<file path="src/design/ace_pkg.sv">
// Notes on behaviour
// - Event settings frozen while unit enabled
// - Config fields frozen while comparator enabled
// - Global enable bit turns unit on/off
// - Comparator runs only with both enables set
// - Global disable keeps individual enable bits
// - Soft reset restores registers except debug, disables
// - Each channel continuous or single-shot by select
// - Timed start-up wait after enable before ready
// - Result reported unavailable during start-up
// - Doubler bypass bit disables voltage doubler
// - Config holds deadband, speed, irq, inputs, filter
// - Result one when plus exceeds minus input
package ace_pkg;

  // ----------------------------------------
  // Timing
  // ----------------------------------------
  localparam int CLK_HZ = 50000000;
  localparam int STARTUP_NS = 1000;
  localparam int STARTUP_CYC_RAW = (STARTUP_NS * (CLK_HZ / 1000000) + 999) / 1000;
  localparam int STARTUP_CYC = (STARTUP_CYC_RAW < 1) ? 1 : STARTUP_CYC_RAW;
  localparam int DOUBLER_EXTRA_NS = 2000;
  localparam int DOUBLER_EXTRA_CYC = (DOUBLER_EXTRA_NS * (CLK_HZ / 1000000) + 999) / 1000;
  localparam int CNT_W = 8;
  localparam int NUM_COMP = 2;

  // ----------------------------------------
  // Field widths and reset values
  // ----------------------------------------
  localparam int EVT_W = 4;
  localparam logic [3:0] EVT_RST = 4'h0;
  localparam logic [1:0] DEADBAND_RST = 2'h0;
  localparam logic [1:0] SPEED_RST = 2'h0;
  localparam logic [1:0] IRQ_SEL_RST = 2'h0;
  localparam logic [2:0] PLUS_SEL_RST = 3'h0;
  localparam logic [2:0] MINUS_SEL_RST = 3'h0;
  localparam logic [2:0] FILTER_RST = 3'h0;
  localparam logic [7:0] DEBUG_RST = 8'h00;

  // ----------------------------------------
  // Types
  // ----------------------------------------
  typedef struct packed {
    logic enable;
    logic single_shot;
    logic [1:0] input_deadband_select;
    logic [1:0] speed_select;
    logic [1:0] irq_source_select;
    logic [2:0] plus_input_select;
    logic [2:0] minus_input_select;
    logic [2:0] filter_length_select;
  } ace_cfg_t;

  localparam ace_cfg_t CFG_RST = '{1'b0, 1'b0, DEADBAND_RST, SPEED_RST, IRQ_SEL_RST,
                                    PLUS_SEL_RST, MINUS_SEL_RST, FILTER_RST};

  typedef struct packed {
    logic enable;
    logic soft_reset_bit;
    logic doubler_bypass_bit;
  } ace_ctrl_t;

  typedef enum logic [3:0] {
    CH_OFF = 4'h1,
    CH_STARTUP = 4'h2,
    CH_RUN = 4'h4,
    CH_HOLD = 4'h8
  } ace_ch_state_t;

endpackage : ace_pkg

</file>
<file path="src/design/ace_top.sv">
`timescale 1ns/1ps
`default_nettype none
module ace_top #(
  parameter int NUM = ace_pkg::NUM_COMP,
  parameter int STARTUP = ace_pkg::STARTUP_CYC
) (
  // Clock and reset
  input wire logic core_clk,
  input wire logic nrst,
  input wire logic clk_en,
  // Primary control
  input wire logic ctrl_wr,
  input wire ace_pkg::ace_ctrl_t ctrl_wdata,
  output ace_pkg::ace_ctrl_t ctrl_rdata,
  // Event control
  input wire logic evt_wr,
  input wire logic [ace_pkg::EVT_W-1:0] evt_wdata,
  output logic [ace_pkg::EVT_W-1:0] event_control_reg,
  // Debug control
  input wire logic dbg_wr,
  input wire logic [7:0] dbg_wdata,
  output logic [7:0] debug_reg,
  // Comparator configuration
  input wire logic [NUM-1:0] cfg_wr,
  input wire ace_pkg::ace_cfg_t [NUM-1:0] cfg_wdata,
  output ace_pkg::ace_cfg_t [NUM-1:0] comparator_config_reg,
  // Single-shot start
  input wire logic [NUM-1:0] start_req,
  // Analog comparator decisions from pins
  input wire logic [NUM-1:0] cmp_in,
  // Status
  output logic [NUM-1:0] result,
  output logic [NUM-1:0] result_ready,
  output logic [NUM-1:0] comp_active,
  output logic doubler_on
);
  ace_pkg::ace_ctrl_t ctrl, next_ctrl;
  logic [ace_pkg::EVT_W-1:0] next_evt;
  logic [7:0] next_dbg;
  ace_pkg::ace_cfg_t [NUM-1:0] next_cfg;
  logic [NUM-1:0] sync1, sync2;
  logic swr;

  assign swr = ctrl_wr && ctrl_wdata.soft_reset_bit;

  // ----------------------------------------
  // Control registers
  // ----------------------------------------
  always_comb begin
    next_ctrl = ctrl;
    next_evt = event_control_reg;
    next_dbg = debug_reg;
    next_ctrl.soft_reset_bit = 1'b0;
    if (ctrl_wr) begin
      next_ctrl.enable = ctrl_wdata.enable;
      next_ctrl.doubler_bypass_bit = ctrl_wdata.doubler_bypass_bit;
    end
    if (evt_wr && !ctrl.enable) begin
      next_evt = evt_wdata;
    end
    if (dbg_wr) begin
      next_dbg = dbg_wdata;
    end
  end

  always_ff @(posedge core_clk) begin
    if (!nrst) begin
      ctrl <= '0;
      event_control_reg <= ace_pkg::EVT_RST;
      debug_reg <= ace_pkg::DEBUG_RST;
    end else if (clk_en) begin
      if (swr) begin
        ctrl <= '0;
        event_control_reg <= ace_pkg::EVT_RST;
        debug_reg <= next_dbg;
      end else begin
        ctrl <= next_ctrl;
        event_control_reg <= next_evt;
        debug_reg <= next_dbg;
      end
    end
  end

  // ----------------------------------------
  // Pin synchroniser
  // ----------------------------------------
  always_ff @(posedge core_clk) begin
    if (!nrst) begin
      sync1 <= '0;
      sync2 <= '0;
    end else if (clk_en) begin
      sync1 <= cmp_in;
      sync2 <= sync1;
    end
  end

  // ----------------------------------------
  // Per-comparator configuration and channel
  // ----------------------------------------
  genvar i;
  generate
    for (i = 0; i < NUM; i++) begin : g_ch
      always_comb begin
        next_cfg[i] = comparator_config_reg[i];
        if (cfg_wr[i]) begin
          if (comparator_config_reg[i].enable) begin
            next_cfg[i].enable = cfg_wdata[i].enable;
          end else begin
            next_cfg[i] = cfg_wdata[i];
          end
        end
      end

      always_ff @(posedge core_clk) begin
        if (!nrst) begin
          comparator_config_reg[i] <= ace_pkg::CFG_RST;
        end else if (clk_en) begin
          comparator_config_reg[i] <= swr ? ace_pkg::CFG_RST : next_cfg[i];
        end
      end

      ace_channel #(
        .STARTUP(STARTUP),
        .EXTRA(ace_pkg::DOUBLER_EXTRA_CYC)
      ) u_ch (
        .core_clk(core_clk),
        .nrst(nrst),
        .clk_en(clk_en),
        .soft_clr(swr),
        .active(ctrl.enable && comparator_config_reg[i].enable),
        .single_shot(comparator_config_reg[i].single_shot),
        .doubler_on(!ctrl.doubler_bypass_bit),
        .start_req(start_req[i]),
        .raw_cmp(sync2[i]),
        .result(result[i]),
        .result_ready(result_ready[i]),
        .ch_on(comp_active[i])
      );
    end
  endgenerate

  assign ctrl_rdata = ctrl;
  assign doubler_on = !ctrl.doubler_bypass_bit;

endmodule : ace_top
`default_nettype wire

</file>
<file path="src/design/ace_channel.sv">
`timescale 1ns/1ps
`default_nettype none
module ace_channel #(
  parameter int STARTUP = ace_pkg::STARTUP_CYC,
  parameter int EXTRA = ace_pkg::DOUBLER_EXTRA_CYC
) (
  // Clock and reset
  input wire logic core_clk,
  input wire logic nrst,
  input wire logic clk_en,
  input wire logic soft_clr,
  // Control
  input wire logic active,
  input wire logic single_shot,
  input wire logic doubler_on,
  input wire logic start_req,
  // Analog front end (synchronised)
  input wire logic raw_cmp,
  // Result
  output logic result,
  output logic result_ready,
  output logic ch_on
);
  localparam logic [ace_pkg::CNT_W-1:0] LOAD_BASE = ace_pkg::CNT_W'(STARTUP);
  localparam logic [ace_pkg::CNT_W-1:0] LOAD_EXT = ace_pkg::CNT_W'(STARTUP + EXTRA);

  ace_pkg::ace_ch_state_t state, next_state;
  logic [ace_pkg::CNT_W-1:0] cnt, next_cnt;
  logic next_result;
  logic pend, next_pend;

  // ----------------------------------------
  // Next state
  // ----------------------------------------
  always_comb begin
    next_state = state;
    next_cnt = cnt;
    next_result = result;
    next_pend = pend | start_req;
    case (state)
      ace_pkg::CH_OFF: begin
        next_pend = 1'b0;
        if (active) begin
          next_state = ace_pkg::CH_STARTUP;
          next_cnt = doubler_on ? LOAD_EXT : LOAD_BASE;
        end
      end
      ace_pkg::CH_STARTUP: begin
        if (cnt <= 1) begin
          next_state = single_shot ? ace_pkg::CH_HOLD : ace_pkg::CH_RUN;
          next_cnt = '0;
        end else begin
          next_cnt = cnt - 1'b1;
        end
      end
      ace_pkg::CH_RUN: begin
        next_result = raw_cmp;
        if (single_shot) begin
          next_state = ace_pkg::CH_HOLD;
        end
      end
      ace_pkg::CH_HOLD: begin
        if (pend || start_req) begin
          next_result = raw_cmp;
          next_pend = 1'b0;
        end
        if (!single_shot) begin
          next_state = ace_pkg::CH_RUN;
        end
      end
      default: begin
        next_state = ace_pkg::CH_OFF;
      end
    endcase
    if (!active) begin
      next_state = ace_pkg::CH_OFF;
      next_result = 1'b0;
    end
  end

  // ----------------------------------------
  // Registers
  // ----------------------------------------
  always_ff @(posedge core_clk) begin
    if (!nrst || (clk_en && soft_clr)) begin
      state <= ace_pkg::CH_OFF;
      cnt <= '0;
      result <= 1'b0;
      pend <= 1'b0;
    end else if (clk_en) begin
      state <= next_state;
      cnt <= next_cnt;
      result <= next_result;
      pend <= next_pend;
    end
  end

  assign result_ready = (state == ace_pkg::CH_RUN) || (state == ace_pkg::CH_HOLD);
  assign ch_on = (state != ace_pkg::CH_OFF);

endmodule : ace_channel
`default_nettype wire

</file>
<file path="config.mk">
export PLATFORM = sky130hd
export DESIGN_NAME = ace_top
export DESIGN_NICKNAME = d
export VERILOG_FILES = /design/src/design/ace_pkg.sv /design/src/design/ace_top.sv /design/src/design/ace_channel.sv
export SDC_FILE = /design/constraint.sdc
export NUM_CORES = 1
export LEC_CHECK = 0
export ABC_AREA = 1
export BUFFER_PORTS_ARGS = -buffer_cell sky130_fd_sc_hd__buf_2
export CORE_UTILIZATION = 35
export CTS_CLUSTER_SIZE = 30
export DETAILED_ROUTE_END_ITERATION = 8
export HOLD_SLACK_MARGIN = 0.06
export PLACE_DENSITY = 0.64
export SYNTH_ARGS = -nofsm -noshare
export SYNTH_HDL_FRONTEND = slang
export SYNTH_HIERARCHICAL = 1
export SYNTH_SLANG_ARGS = --single-unit
</file>
<file path="constraint.sdc">
create_clock -name core_clk -period 1.7 [get_ports core_clk]
set_input_delay 0.34 -clock core_clk [delete_from_list [all_inputs] [get_ports core_clk]]
set_output_delay 0.34 -clock core_clk [all_outputs]
set_load 0.01 [all_outputs]
</file>
==> run_summary.xml, run 1 <==
<?xml version="1.0" encoding="UTF-8"?>
<metrics>
  <group name="outcome">
    <metric name="run_status" unit="">finished with violations</metric>
    <metric name="violations" unit="">design-rule violations</metric>
  </group>
  <group name="clock_tree">
    <metric name="cts.hold.buffers_added" unit="">0</metric>
    <metric name="cts_tree" unit="">built</metric>
    <metric name="root_buffer" unit="">sky130_fd_sc_hd__clkbuf_16</metric>
    <metric name="worstSkewPairLatency" unit="ns">0.35</metric>
    <metric name="max-clock-path-buffers" unit="">2</metric>
    <metric name="post_cts_buffers" unit="">0</metric>
    <metric name="clock_sink_count" unit="">80</metric>
    <metric name="worst_setup_hold_path_clk_slew" unit="ns">0.06</metric>
    <metric name="cts_max_level" unit="">3</metric>
    <metric name="cts_inserted_buffers" unit="">9</metric>
  </group>
  <group name="power_and_ir_drop">
    <metric name="sw_frac_of_total" unit="%">27.15</metric>
    <metric name="power_frac_comb" unit="%">14.7</metric>
    <metric name="cellLeakagePower" unit="nW">2.774</metric>
    <metric name="share_seq_of_total_power" unit="%">41.9</metric>
    <metric name="internal_power" unit="mW">3.565</metric>
    <metric name="power_per_cell_area" unit="nW/µm²">914.1</metric>
    <metric name="fin_total_pwr" unit="mW">4.894</metric>
    <metric name="ir_worst_vdd" unit="mV">0.8074</metric>
    <metric name="clock_power_share" unit="%">43.4</metric>
    <metric name="net_switching" unit="mW">1.329</metric>
  </group>
  <group name="global_route">
    <metric name="via_count_of_the_first_global_routing_pass" unit="">3937</metric>
    <metric name="first_pass_grt_wire_length" unit="µm">18750</metric>
    <metric name="grt_antenna_before_repair" unit="">0</metric>
    <metric name="globalRouteTotalUtil" unit="%">18.40</metric>
    <metric name="maximum_number_of_pins_on_one_net_before_global_route_repair" unit="">44</metric>
    <metric name="globalRoute.totalOverflow" unit="">0</metric>
  </group>
  <group name="place">
    <metric name="number_of_port_buffers" unit="">115</metric>
    <metric name="gpl.final_weighted_congestion" unit="">0.8325</metric>
    <metric name="dp_wirelength" unit="µm">7981</metric>
  </group>
  <group name="floorplan">
    <metric name="floorplan.die_area" unit="µm²">12610</metric>
    <metric name="floorplan.core_area" unit="µm²">11610</metric>
    <metric name="die_y" unit="µm">112.3</metric>
    <metric name="floorplan.io_pins" unit="">117</metric>
    <metric name="initial_util" unit="%">36.67</metric>
    <metric name="core.rowCount" unit="">39</metric>
    <metric name="die_x" unit="µm">112.3</metric>
  </group>
  <group name="finish">
    <metric name="share_of_layout_cells_above_drive_strength_1" unit="%">25.03</metric>
    <metric name="final_core_utilization" unit="%">46.10</metric>
    <metric name="design.final.nets" unit="">835</metric>
    <metric name="antennaDiodeCount" unit="">0</metric>
    <metric name="area_delta_synth_final" unit="%">25.70</metric>
    <metric name="layout.filler_cells" unit="">1253</metric>
    <metric name="largest_reg_flops" unit="">34</metric>
    <metric name="sequential_cell_area" unit="µm²">1607</metric>
    <metric name="multi_input_comb_area" unit="µm²">2290</metric>
  </group>
  <group name="timing">
    <metric name="setup_violators_final" unit="">0</metric>
    <metric name="report.final.hold_viol_count" unit="">0</metric>
    <metric name="clock-skew-final" unit="ns">0.005524</metric>
    <metric name="f_max" unit="MHz">620.0</metric>
    <metric name="worstMarginPinSlew" unit="ns">0.8293</metric>
    <metric name="timing.setup.tns" unit="ns">0</metric>
    <metric name="minimum_clock_period_after_layout" unit="ns">1.613</metric>
    <metric name="grt_setup_unrepaired" unit="">false</metric>
    <metric name="final.period_utilization" unit="%">94.87</metric>
    <metric name="worst_rel_slew_slack" unit="%">44.51</metric>
    <metric name="drv_slew" unit="">0</metric>
    <metric name="worst_hold_slack" unit="ns">0.2277</metric>
  </group>
  <group name="critical_path">
    <metric name="timing_worst_setup_path_type" unit="">register to output pin</metric>
    <metric name="worstPathRequired" unit="ns">1.36</metric>
    <metric name="cpPeakStageDelay" unit="ns">0.37</metric>
    <metric name="critical_path_arrival" unit="ns">1.27</metric>
    <metric name="crit_family" unit="">flip-flops</metric>
    <metric name="peak_fanout_along_the_critical_path" unit="">4</metric>
    <metric name="startpoint_type" unit="">register</metric>
    <metric name="critical_path_slowest_stage_cell" unit="">sky130_fd_sc_hd__dfxtp_2</metric>
    <metric name="crit_chain" unit="">inv_1 &gt; nor2_1 &gt; nand2_2 &gt; nand2_1 &gt; buf_2</metric>
    <metric name="path_buf_inv" unit="">2</metric>
    <metric name="end_kind" unit="">output pin</metric>
  </group>
  <group name="synthesis">
    <metric name="synthArstFlopShare" unit="%">0</metric>
    <metric name="synth_top_family_by_area" unit="">simple AND/OR/NAND/NOR gates</metric>
    <metric name="netlist-cell-type-count" unit="">29</metric>
    <metric name="synth_compound_area_share" unit="%">11.57</metric>
    <metric name="postSynth.topFlopCell" unit="">sky130_fd_sc_hd__dfxtp_1</metric>
    <metric name="synth.top_cells.by_area" unit="">sky130_fd_sc_hd__dfxtp_1 38%, sky130_fd_sc_hd__nand2_1 15%, sky130_fd_sc_hd__nor2_1 9.6%</metric>
    <metric name="syn_inst" unit="">658</metric>
    <metric name="avg_inst_size_synth" unit="µm²">6.473</metric>
    <metric name="synth.net_count" unit="">723</metric>
    <metric name="synthMuxAreaShare" unit="%">0</metric>
    <metric name="synthDominantCellAreaShare" unit="%">37.60</metric>
    <metric name="synth_adder_area_share" unit="%">1.175</metric>
    <metric name="yosys-top-cells-count" unit="">175 x sky130_fd_sc_hd__nand2_1, 109 x sky130_fd_sc_hd__nor2_1, 80 x sky130_fd_sc_hd__dfxtp_1</metric>
    <metric name="post_synth_and_or_nand_nor_area_fraction" unit="%">39.22</metric>
    <metric name="synth_warnings" unit="">6</metric>
    <metric name="yosys.cell_count.top_type" unit="">sky130_fd_sc_hd__nand2_1</metric>
    <metric name="synthXorXnorAreaFrac" unit="%">0.4113</metric>
    <metric name="synth_enable_flop_cells" unit="">0</metric>
    <metric name="summed_instance_area_of_the_synthesized_netlist" unit="µm²">4259</metric>
    <metric name="synth.yosys.seq_area_share" unit="%">37.60</metric>
    <metric name="post-synth-top-area-cell" unit="">sky130_fd_sc_hd__dfxtp_1</metric>
    <metric name="yosys_register_bits" unit="">80</metric>
  </group>
  <group name="drt">
    <metric name="ant_nets" unit="">0</metric>
    <metric name="first_pass_iters" unit="">7</metric>
    <metric name="vias_per_cell" unit="">4.763</metric>
    <metric name="vias" unit="">4372</metric>
    <metric name="avgRoutedWirePerCell" unit="µm">12.14</metric>
    <metric name="remaining_drc_errors" unit="">4</metric>
    <metric name="wirelength" unit="µm">11140</metric>
    <metric name="drt_iter0_drc" unit="">174</metric>
  </group>
  <group name="job">
    <metric name="cap_viol_max_count" unit="">0</metric>
  </group>
  <group name="worst_hold_path">
    <metric name="hold_path.class" unit="">input port to register</metric>
  </group>
</metrics>
## cell families after synthesis
| family | count (synthesis) |
|---|---|
| adders and majority gates | 4 |
| other | 1 |
| DFF | 80 |
| AOI/OAI and AO/OA | 90 |
| and+or+nand+nor | 387 |
| buffers and inverters | 94 |
| xor gates and xnor gates | 2 |
## cell type report
class	count	area share, %
clock buffer	10	4.277
timing repair buffer	130	13.37
tap	143	3.342
sequential	80	30.01
inverter	65	4.557
multi-input combinational	484	42.77
clock inverter	6	1.683
## metal layers
layer,track usage (%),up-vias,part of all wire (%)
met5,0,-,0
met1,22.93,1946,46
met2,29.44,92,46
li1,-,2323,-
met4,4.356,0,1.1
met3,7.775,11,7.1
## power groups by stage
stage          Clock (mW)  Combinational, mW  Sequential [mW]
5_1_grt              2.26              0.818             2.06
2_1_floorplan           0              0.429             2.12
3_3_place_gp            0              0.718             2.09
6_report             2.12              0.720             2.05
4_1_cts              2.17              0.722             2.05
3_5_place_dp            0              0.718             2.09
## metrics by stage
step / area [µm²] / setup slack [ns] / cells
6_report: 5354 / 0.08713 / 918
5_1_grt: 5354 / 0.01394 / 918
4_1_cts: 5301 / 0.01463 / 918
3_5_place_dp: 4975 / 0.1132 / 902
3_3_place_gp: 4975 / 0.1151 / 902
2_1_floorplan: 4259 / 0.3106 / 658
## cells in the final DEF, fill, tap and decap left out, types with 2 or more instances in the layout
cell type                   Yosys  final
sky130_fd_sc_hd__nand4_1       14     14
sky130_fd_sc_hd__dfxtp_2        0      4
sky130_fd_sc_hd__inv_6          0      2
sky130_fd_sc_hd__xor2_1         2      2
sky130_fd_sc_hd__nor2_1       109    104
sky130_fd_sc_hd__a21oi_1       52     52
sky130_fd_sc_hd__nand2_1      175    172
sky130_fd_sc_hd__inv_2          4      6
sky130_fd_sc_hd__o21ai_2        2      3
sky130_fd_sc_hd__o21ai_0       26     26
sky130_fd_sc_hd__dfxtp_1       80     76
sky130_fd_sc_hd__inv_1         59     57
sky130_fd_sc_hd__a21oi_2        2      2
sky130_fd_sc_hd__clkbuf_16      0      9
sky130_fd_sc_hd__o21ai_4        2      3
sky130_fd_sc_hd__buf_2          8    114
sky130_fd_sc_hd__buf_4         10     14
sky130_fd_sc_hd__nor2_2         2      5
sky130_fd_sc_hd__buf_12         0      2
sky130_fd_sc_hd__o21ai_1        4      2
sky130_fd_sc_hd__nand2_2       10     13
sky130_fd_sc_hd__nand3_2        2      4
sky130_fd_sc_hd__bufinv_16      0      2
sky130_fd_sc_hd__clkinv_1       2      2
sky130_fd_sc_hd__ha_1           4      4
sky130_fd_sc_hd__a211oi_1       2      2
sky130_fd_sc_hd__nand4_2        2      2
sky130_fd_sc_hd__nor2_4         4      6
sky130_fd_sc_hd__nand3_1       68     66
## worst paths after layout
path / start / to / slack, ns / depth (start not counted)
setup reg to reg: ctrl_rdata[2]$_SDFFE_PN0P_ / g_ch[1].u_ch/cnt[6]$_SDFFE_PP0P_ / 0.19 / 7
hold reg to reg: event_control_reg[0]$_SDFFE_PN0P_ / event_control_reg[0]$_SDFFE_PN0P_ / 0.46 / 2
hold / removal: cmp_in[1] / sync1[1]$_SDFFE_PN0P_ / 0.23 / 3
setup / recovery: g_ch[1].u_ch/state[2]$_SDFFE_PP0P_ / result_ready[1] / 0.09 / 5
## what timing repair did
action,4_1_cts,5_1_grt
gates resized for setup,4,17
pin swaps,1,0
setup endpoints to repair,2,12
## worst min-delay path, stage by stage
cell	delay, ns
sky130_fd_sc_hd__buf_2	0.08
sky130_fd_sc_hd__nor2_1	0.03
sky130_fd_sc_hd__nor2_1	0.09
(Power assumes the default switching activity.)
==> run 2: changes to the inputs <==
Settings changed: CORE_UTILIZATION 35 to 45, PLACE_DENSITY 0.64 to 0.66.
==> run 2 against run 1 <==
  * The run still ends with design-rule violations left
  * Core utilization increased by 11 points
  * Clock power decreased by 17%
  * Clock skew up 0.0011 ns
  * Sequential share of layout area rose by 0.57 points
  * Worst setup slack lost 0.012 ns
  * Cell count shrank 2.9%
  * Combinational power rose by 1%
  * Global-route usage up 4.0 points
  * Via count about the same
  * Cell area down 1.8%
  * Register-to-register slack worse by 0.03 ns
  * Flip-flop and latch count unchanged
==> run_summary.xml, run 2 (same netlist as run 1, synthesis figures left out) <==
<?xml version="1.0" encoding="UTF-8"?>
<metrics>
  <group name="floorplan">
    <metric name="initial_util" unit="%">46.31</metric>
    <metric name="floorplan.die_area" unit="µm²">9858</metric>
    <metric name="die_x" unit="µm">99.29</metric>
    <metric name="core.rowCount" unit="">35</metric>
    <metric name="floorplan.core_area" unit="µm²">9196</metric>
    <metric name="floorplan.io_pins" unit="">117</metric>
    <metric name="die_y" unit="µm">99.29</metric>
  </group>
  <group name="power_and_ir_drop">
    <metric name="power_per_cell_area" unit="nW/µm²">860.6</metric>
    <metric name="net_switching" unit="mW">1.226</metric>
    <metric name="share_seq_of_total_power" unit="%">45.3</metric>
    <metric name="cellLeakagePower" unit="nW">2.763</metric>
    <metric name="internal_power" unit="mW">3.300</metric>
    <metric name="ir_worst_vdd" unit="mV">0.4277</metric>
    <metric name="power_frac_comb" unit="%">16.1</metric>
    <metric name="clock_power_share" unit="%">38.6</metric>
    <metric name="fin_total_pwr" unit="mW">4.526</metric>
    <metric name="sw_frac_of_total" unit="%">27.08</metric>
  </group>
  <group name="critical_path">
    <metric name="peak_fanout_along_the_critical_path" unit="">5</metric>
    <metric name="end_kind" unit="">output pin</metric>
    <metric name="path_buf_inv" unit="">2</metric>
    <metric name="critical_path_arrival" unit="ns">1.29</metric>
    <metric name="critical_path_slowest_stage_cell" unit="">sky130_fd_sc_hd__dfxtp_2</metric>
    <metric name="cpPeakStageDelay" unit="ns">0.37</metric>
    <metric name="crit_chain" unit="">inv_1 &gt; nor2_1 &gt; nand2_2 &gt; nand2_1 &gt; buf_2</metric>
    <metric name="worstPathRequired" unit="ns">1.36</metric>
    <metric name="startpoint_type" unit="">register</metric>
    <metric name="timing_worst_setup_path_type" unit="">register to output pin</metric>
    <metric name="crit_family" unit="">simple AND/OR/NAND/NOR gates</metric>
  </group>
  <group name="outcome">
    <metric name="run_status" unit="">finished with violations</metric>
    <metric name="violations" unit="">design-rule violations</metric>
  </group>
  <group name="clock_tree">
    <metric name="clock_sink_count" unit="">80</metric>
    <metric name="cts_inserted_buffers" unit="">9</metric>
    <metric name="worst_setup_hold_path_clk_slew" unit="ns">0.08</metric>
    <metric name="cts_tree" unit="">built</metric>
    <metric name="max-clock-path-buffers" unit="">2</metric>
    <metric name="worstSkewPairLatency" unit="ns">0.35</metric>
    <metric name="root_buffer" unit="">sky130_fd_sc_hd__clkbuf_8</metric>
    <metric name="post_cts_buffers" unit="">0</metric>
    <metric name="cts_max_level" unit="">3</metric>
  </group>
  <group name="timing">
    <metric name="drv_slew" unit="">0</metric>
    <metric name="clock-skew-final" unit="ns">0.006631</metric>
    <metric name="final.period_utilization" unit="%">95.59</metric>
    <metric name="setup_violators_final" unit="">0</metric>
    <metric name="worst_hold_slack" unit="ns">0.2414</metric>
    <metric name="minimum_clock_period_after_layout" unit="ns">1.625</metric>
    <metric name="f_max" unit="MHz">615.3</metric>
    <metric name="report.final.hold_viol_count" unit="">0</metric>
  </group>
  <group name="drt">
    <metric name="m1_wl" unit="µm">5131</metric>
    <metric name="highest-signal-layer" unit="">met4</metric>
    <metric name="drt_iter0_drc" unit="">156</metric>
    <metric name="dr_wl_met2" unit="µm">4803</metric>
    <metric name="wl_met3" unit="µm">594</metric>
    <metric name="ant_nets" unit="">0</metric>
    <metric name="avgRoutedWirePerCell" unit="µm">12.04</metric>
    <metric name="remaining_drc_errors" unit="">2</metric>
    <metric name="first_pass_iters" unit="">6</metric>
    <metric name="vias" unit="">4376</metric>
    <metric name="wirelength" unit="µm">10730</metric>
    <metric name="vias_per_cell" unit="">4.911</metric>
  </group>
  <group name="global_route">
    <metric name="via_count_of_the_first_global_routing_pass" unit="">4026</metric>
    <metric name="first_pass_grt_wire_length" unit="µm">18000</metric>
    <metric name="globalRouteTotalUtil" unit="%">22.45</metric>
    <metric name="grt_antenna_before_repair" unit="">0</metric>
    <metric name="globalRoute.totalOverflow" unit="">0</metric>
    <metric name="maximum_number_of_pins_on_one_net_before_global_route_repair" unit="">58</metric>
  </group>
  <group name="finish">
    <metric name="layout.cells.most_common" unit="">sky130_fd_sc_hd__nand2_1</metric>
    <metric name="antennaDiodeCount" unit="">0</metric>
    <metric name="largest_reg_flops" unit="">34</metric>
    <metric name="area_delta_synth_final" unit="%">23.47</metric>
    <metric name="share_of_layout_cells_above_drive_strength_1" unit="%">24.74</metric>
    <metric name="final_cell_mix" unit="">174 x sky130_fd_sc_hd__nand2_1, 114 x sky130_fd_sc_hd__buf_2, 105 x sky130_fd_sc_hd__nor2_1, 75 x sky130_fd_sc_hd__dfxtp_1, 67 x sky130_fd_sc_hd__nand3_1</metric>
    <metric name="layout.filler_cells" unit="">921</metric>
    <metric name="design.final.nets" unit="">840</metric>
  </group>
  <group name="place">
    <metric name="gpl.final_weighted_congestion" unit="">0.8731</metric>
    <metric name="number_of_port_buffers" unit="">115</metric>
    <metric name="dp_wirelength" unit="µm">8000</metric>
  </group>
  <group name="job">
    <metric name="cap_viol_max_count" unit="">0</metric>
  </group>
  <group name="worst_hold_path">
    <metric name="hold_path.class" unit="">input port to register</metric>
  </group>
</metrics>
## run 2: layout make-up
class,instances,area [µm²],share of cell area (%)
clock buffer,10,137.6,2.617
clock inverter,6,115.1,2.189
inverter,65,244.0,4.640
multi-input combinational,484,2262,43.02
sequential,80,1608,30.57
tap,111,138.9,2.641
timing repair buffer,135,753.2,14.32
## run 2: through the flow
stage	setup TNS, ns	std cells	setup slack (ns)	instance area [µm²]	utilization, %
floorplan	0	658	0.3106	4259	-
global placement	0	875	0.2341	4972	54.07
detailed placement	0	875	0.1885	4972	54.07
CTS	0	891	0.01114	5231	56.88
global route	-0.009381	891	-0.009381	5259	57.18
finish	0	891	0.07490	5259	57.18
## run 2: timing repair
action	4_1_cts	5_1_grt
gates resized for setup	3	10
setup endpoints to repair	2	3
hold endpoints to repair	0	0
hold buffers	0	0
pin swaps	0	0
## run 2: worst reg2reg max path, cell delays in order (launching register included)
cell and delay, ns:
sky130_fd_sc_hd__dfxtp_1 0.34, sky130_fd_sc_hd__inv_1 0.09, sky130_fd_sc_hd__ha_1 0.21, sky130_fd_sc_hd__nor2_1 0.07
sky130_fd_sc_hd__nor2_1 0.13, sky130_fd_sc_hd__nand2_1 0.13, sky130_fd_sc_hd__nand2_1 0.10, sky130_fd_sc_hd__inv_1 0.07
sky130_fd_sc_hd__o21ai_1 0.22, sky130_fd_sc_hd__nor2_1 0.08
## run 2: per-layer routing
metal	vias to the layer above	GRT usage (%)
li1	2335	-
met1	1929	28.60
met2	94	37.29
met3	18	5.130
met4	0	8.032
met5	-	0
## run 2: power groups by stage
stage	combinational (mW)	clock, mW	sequential (mW)
global placement	0.720	0	2.08
finish	0.728	1.75	2.05
CTS	0.730	1.78	2.05
detailed placement	0.728	0	2.09
global route	0.829	1.86	2.06
floorplan	0.429	0	2.12
## run 2: worst paths after layout
path,endpoint,start,cells after the start,slack (ns)
setup / recovery,result_ready[1],g_ch[1].u_ch/state[3]$_SDFFE_PP0P_,5,0.07
hold / removal,debug_reg[3]$_SDFFE_PN0P_,dbg_wdata[3],3,0.24
setup reg to reg,g_ch[1].u_ch/cnt[6]$_SDFFE_PP0P_,g_ch[1].u_ch/cnt[0]$_SDFFE_PP0P_,9,0.16
hold reg to reg,g_ch[1].u_ch/result$_SDFFE_PP0P_,g_ch[1].u_ch/result$_SDFFE_PP0P_,2,0.45
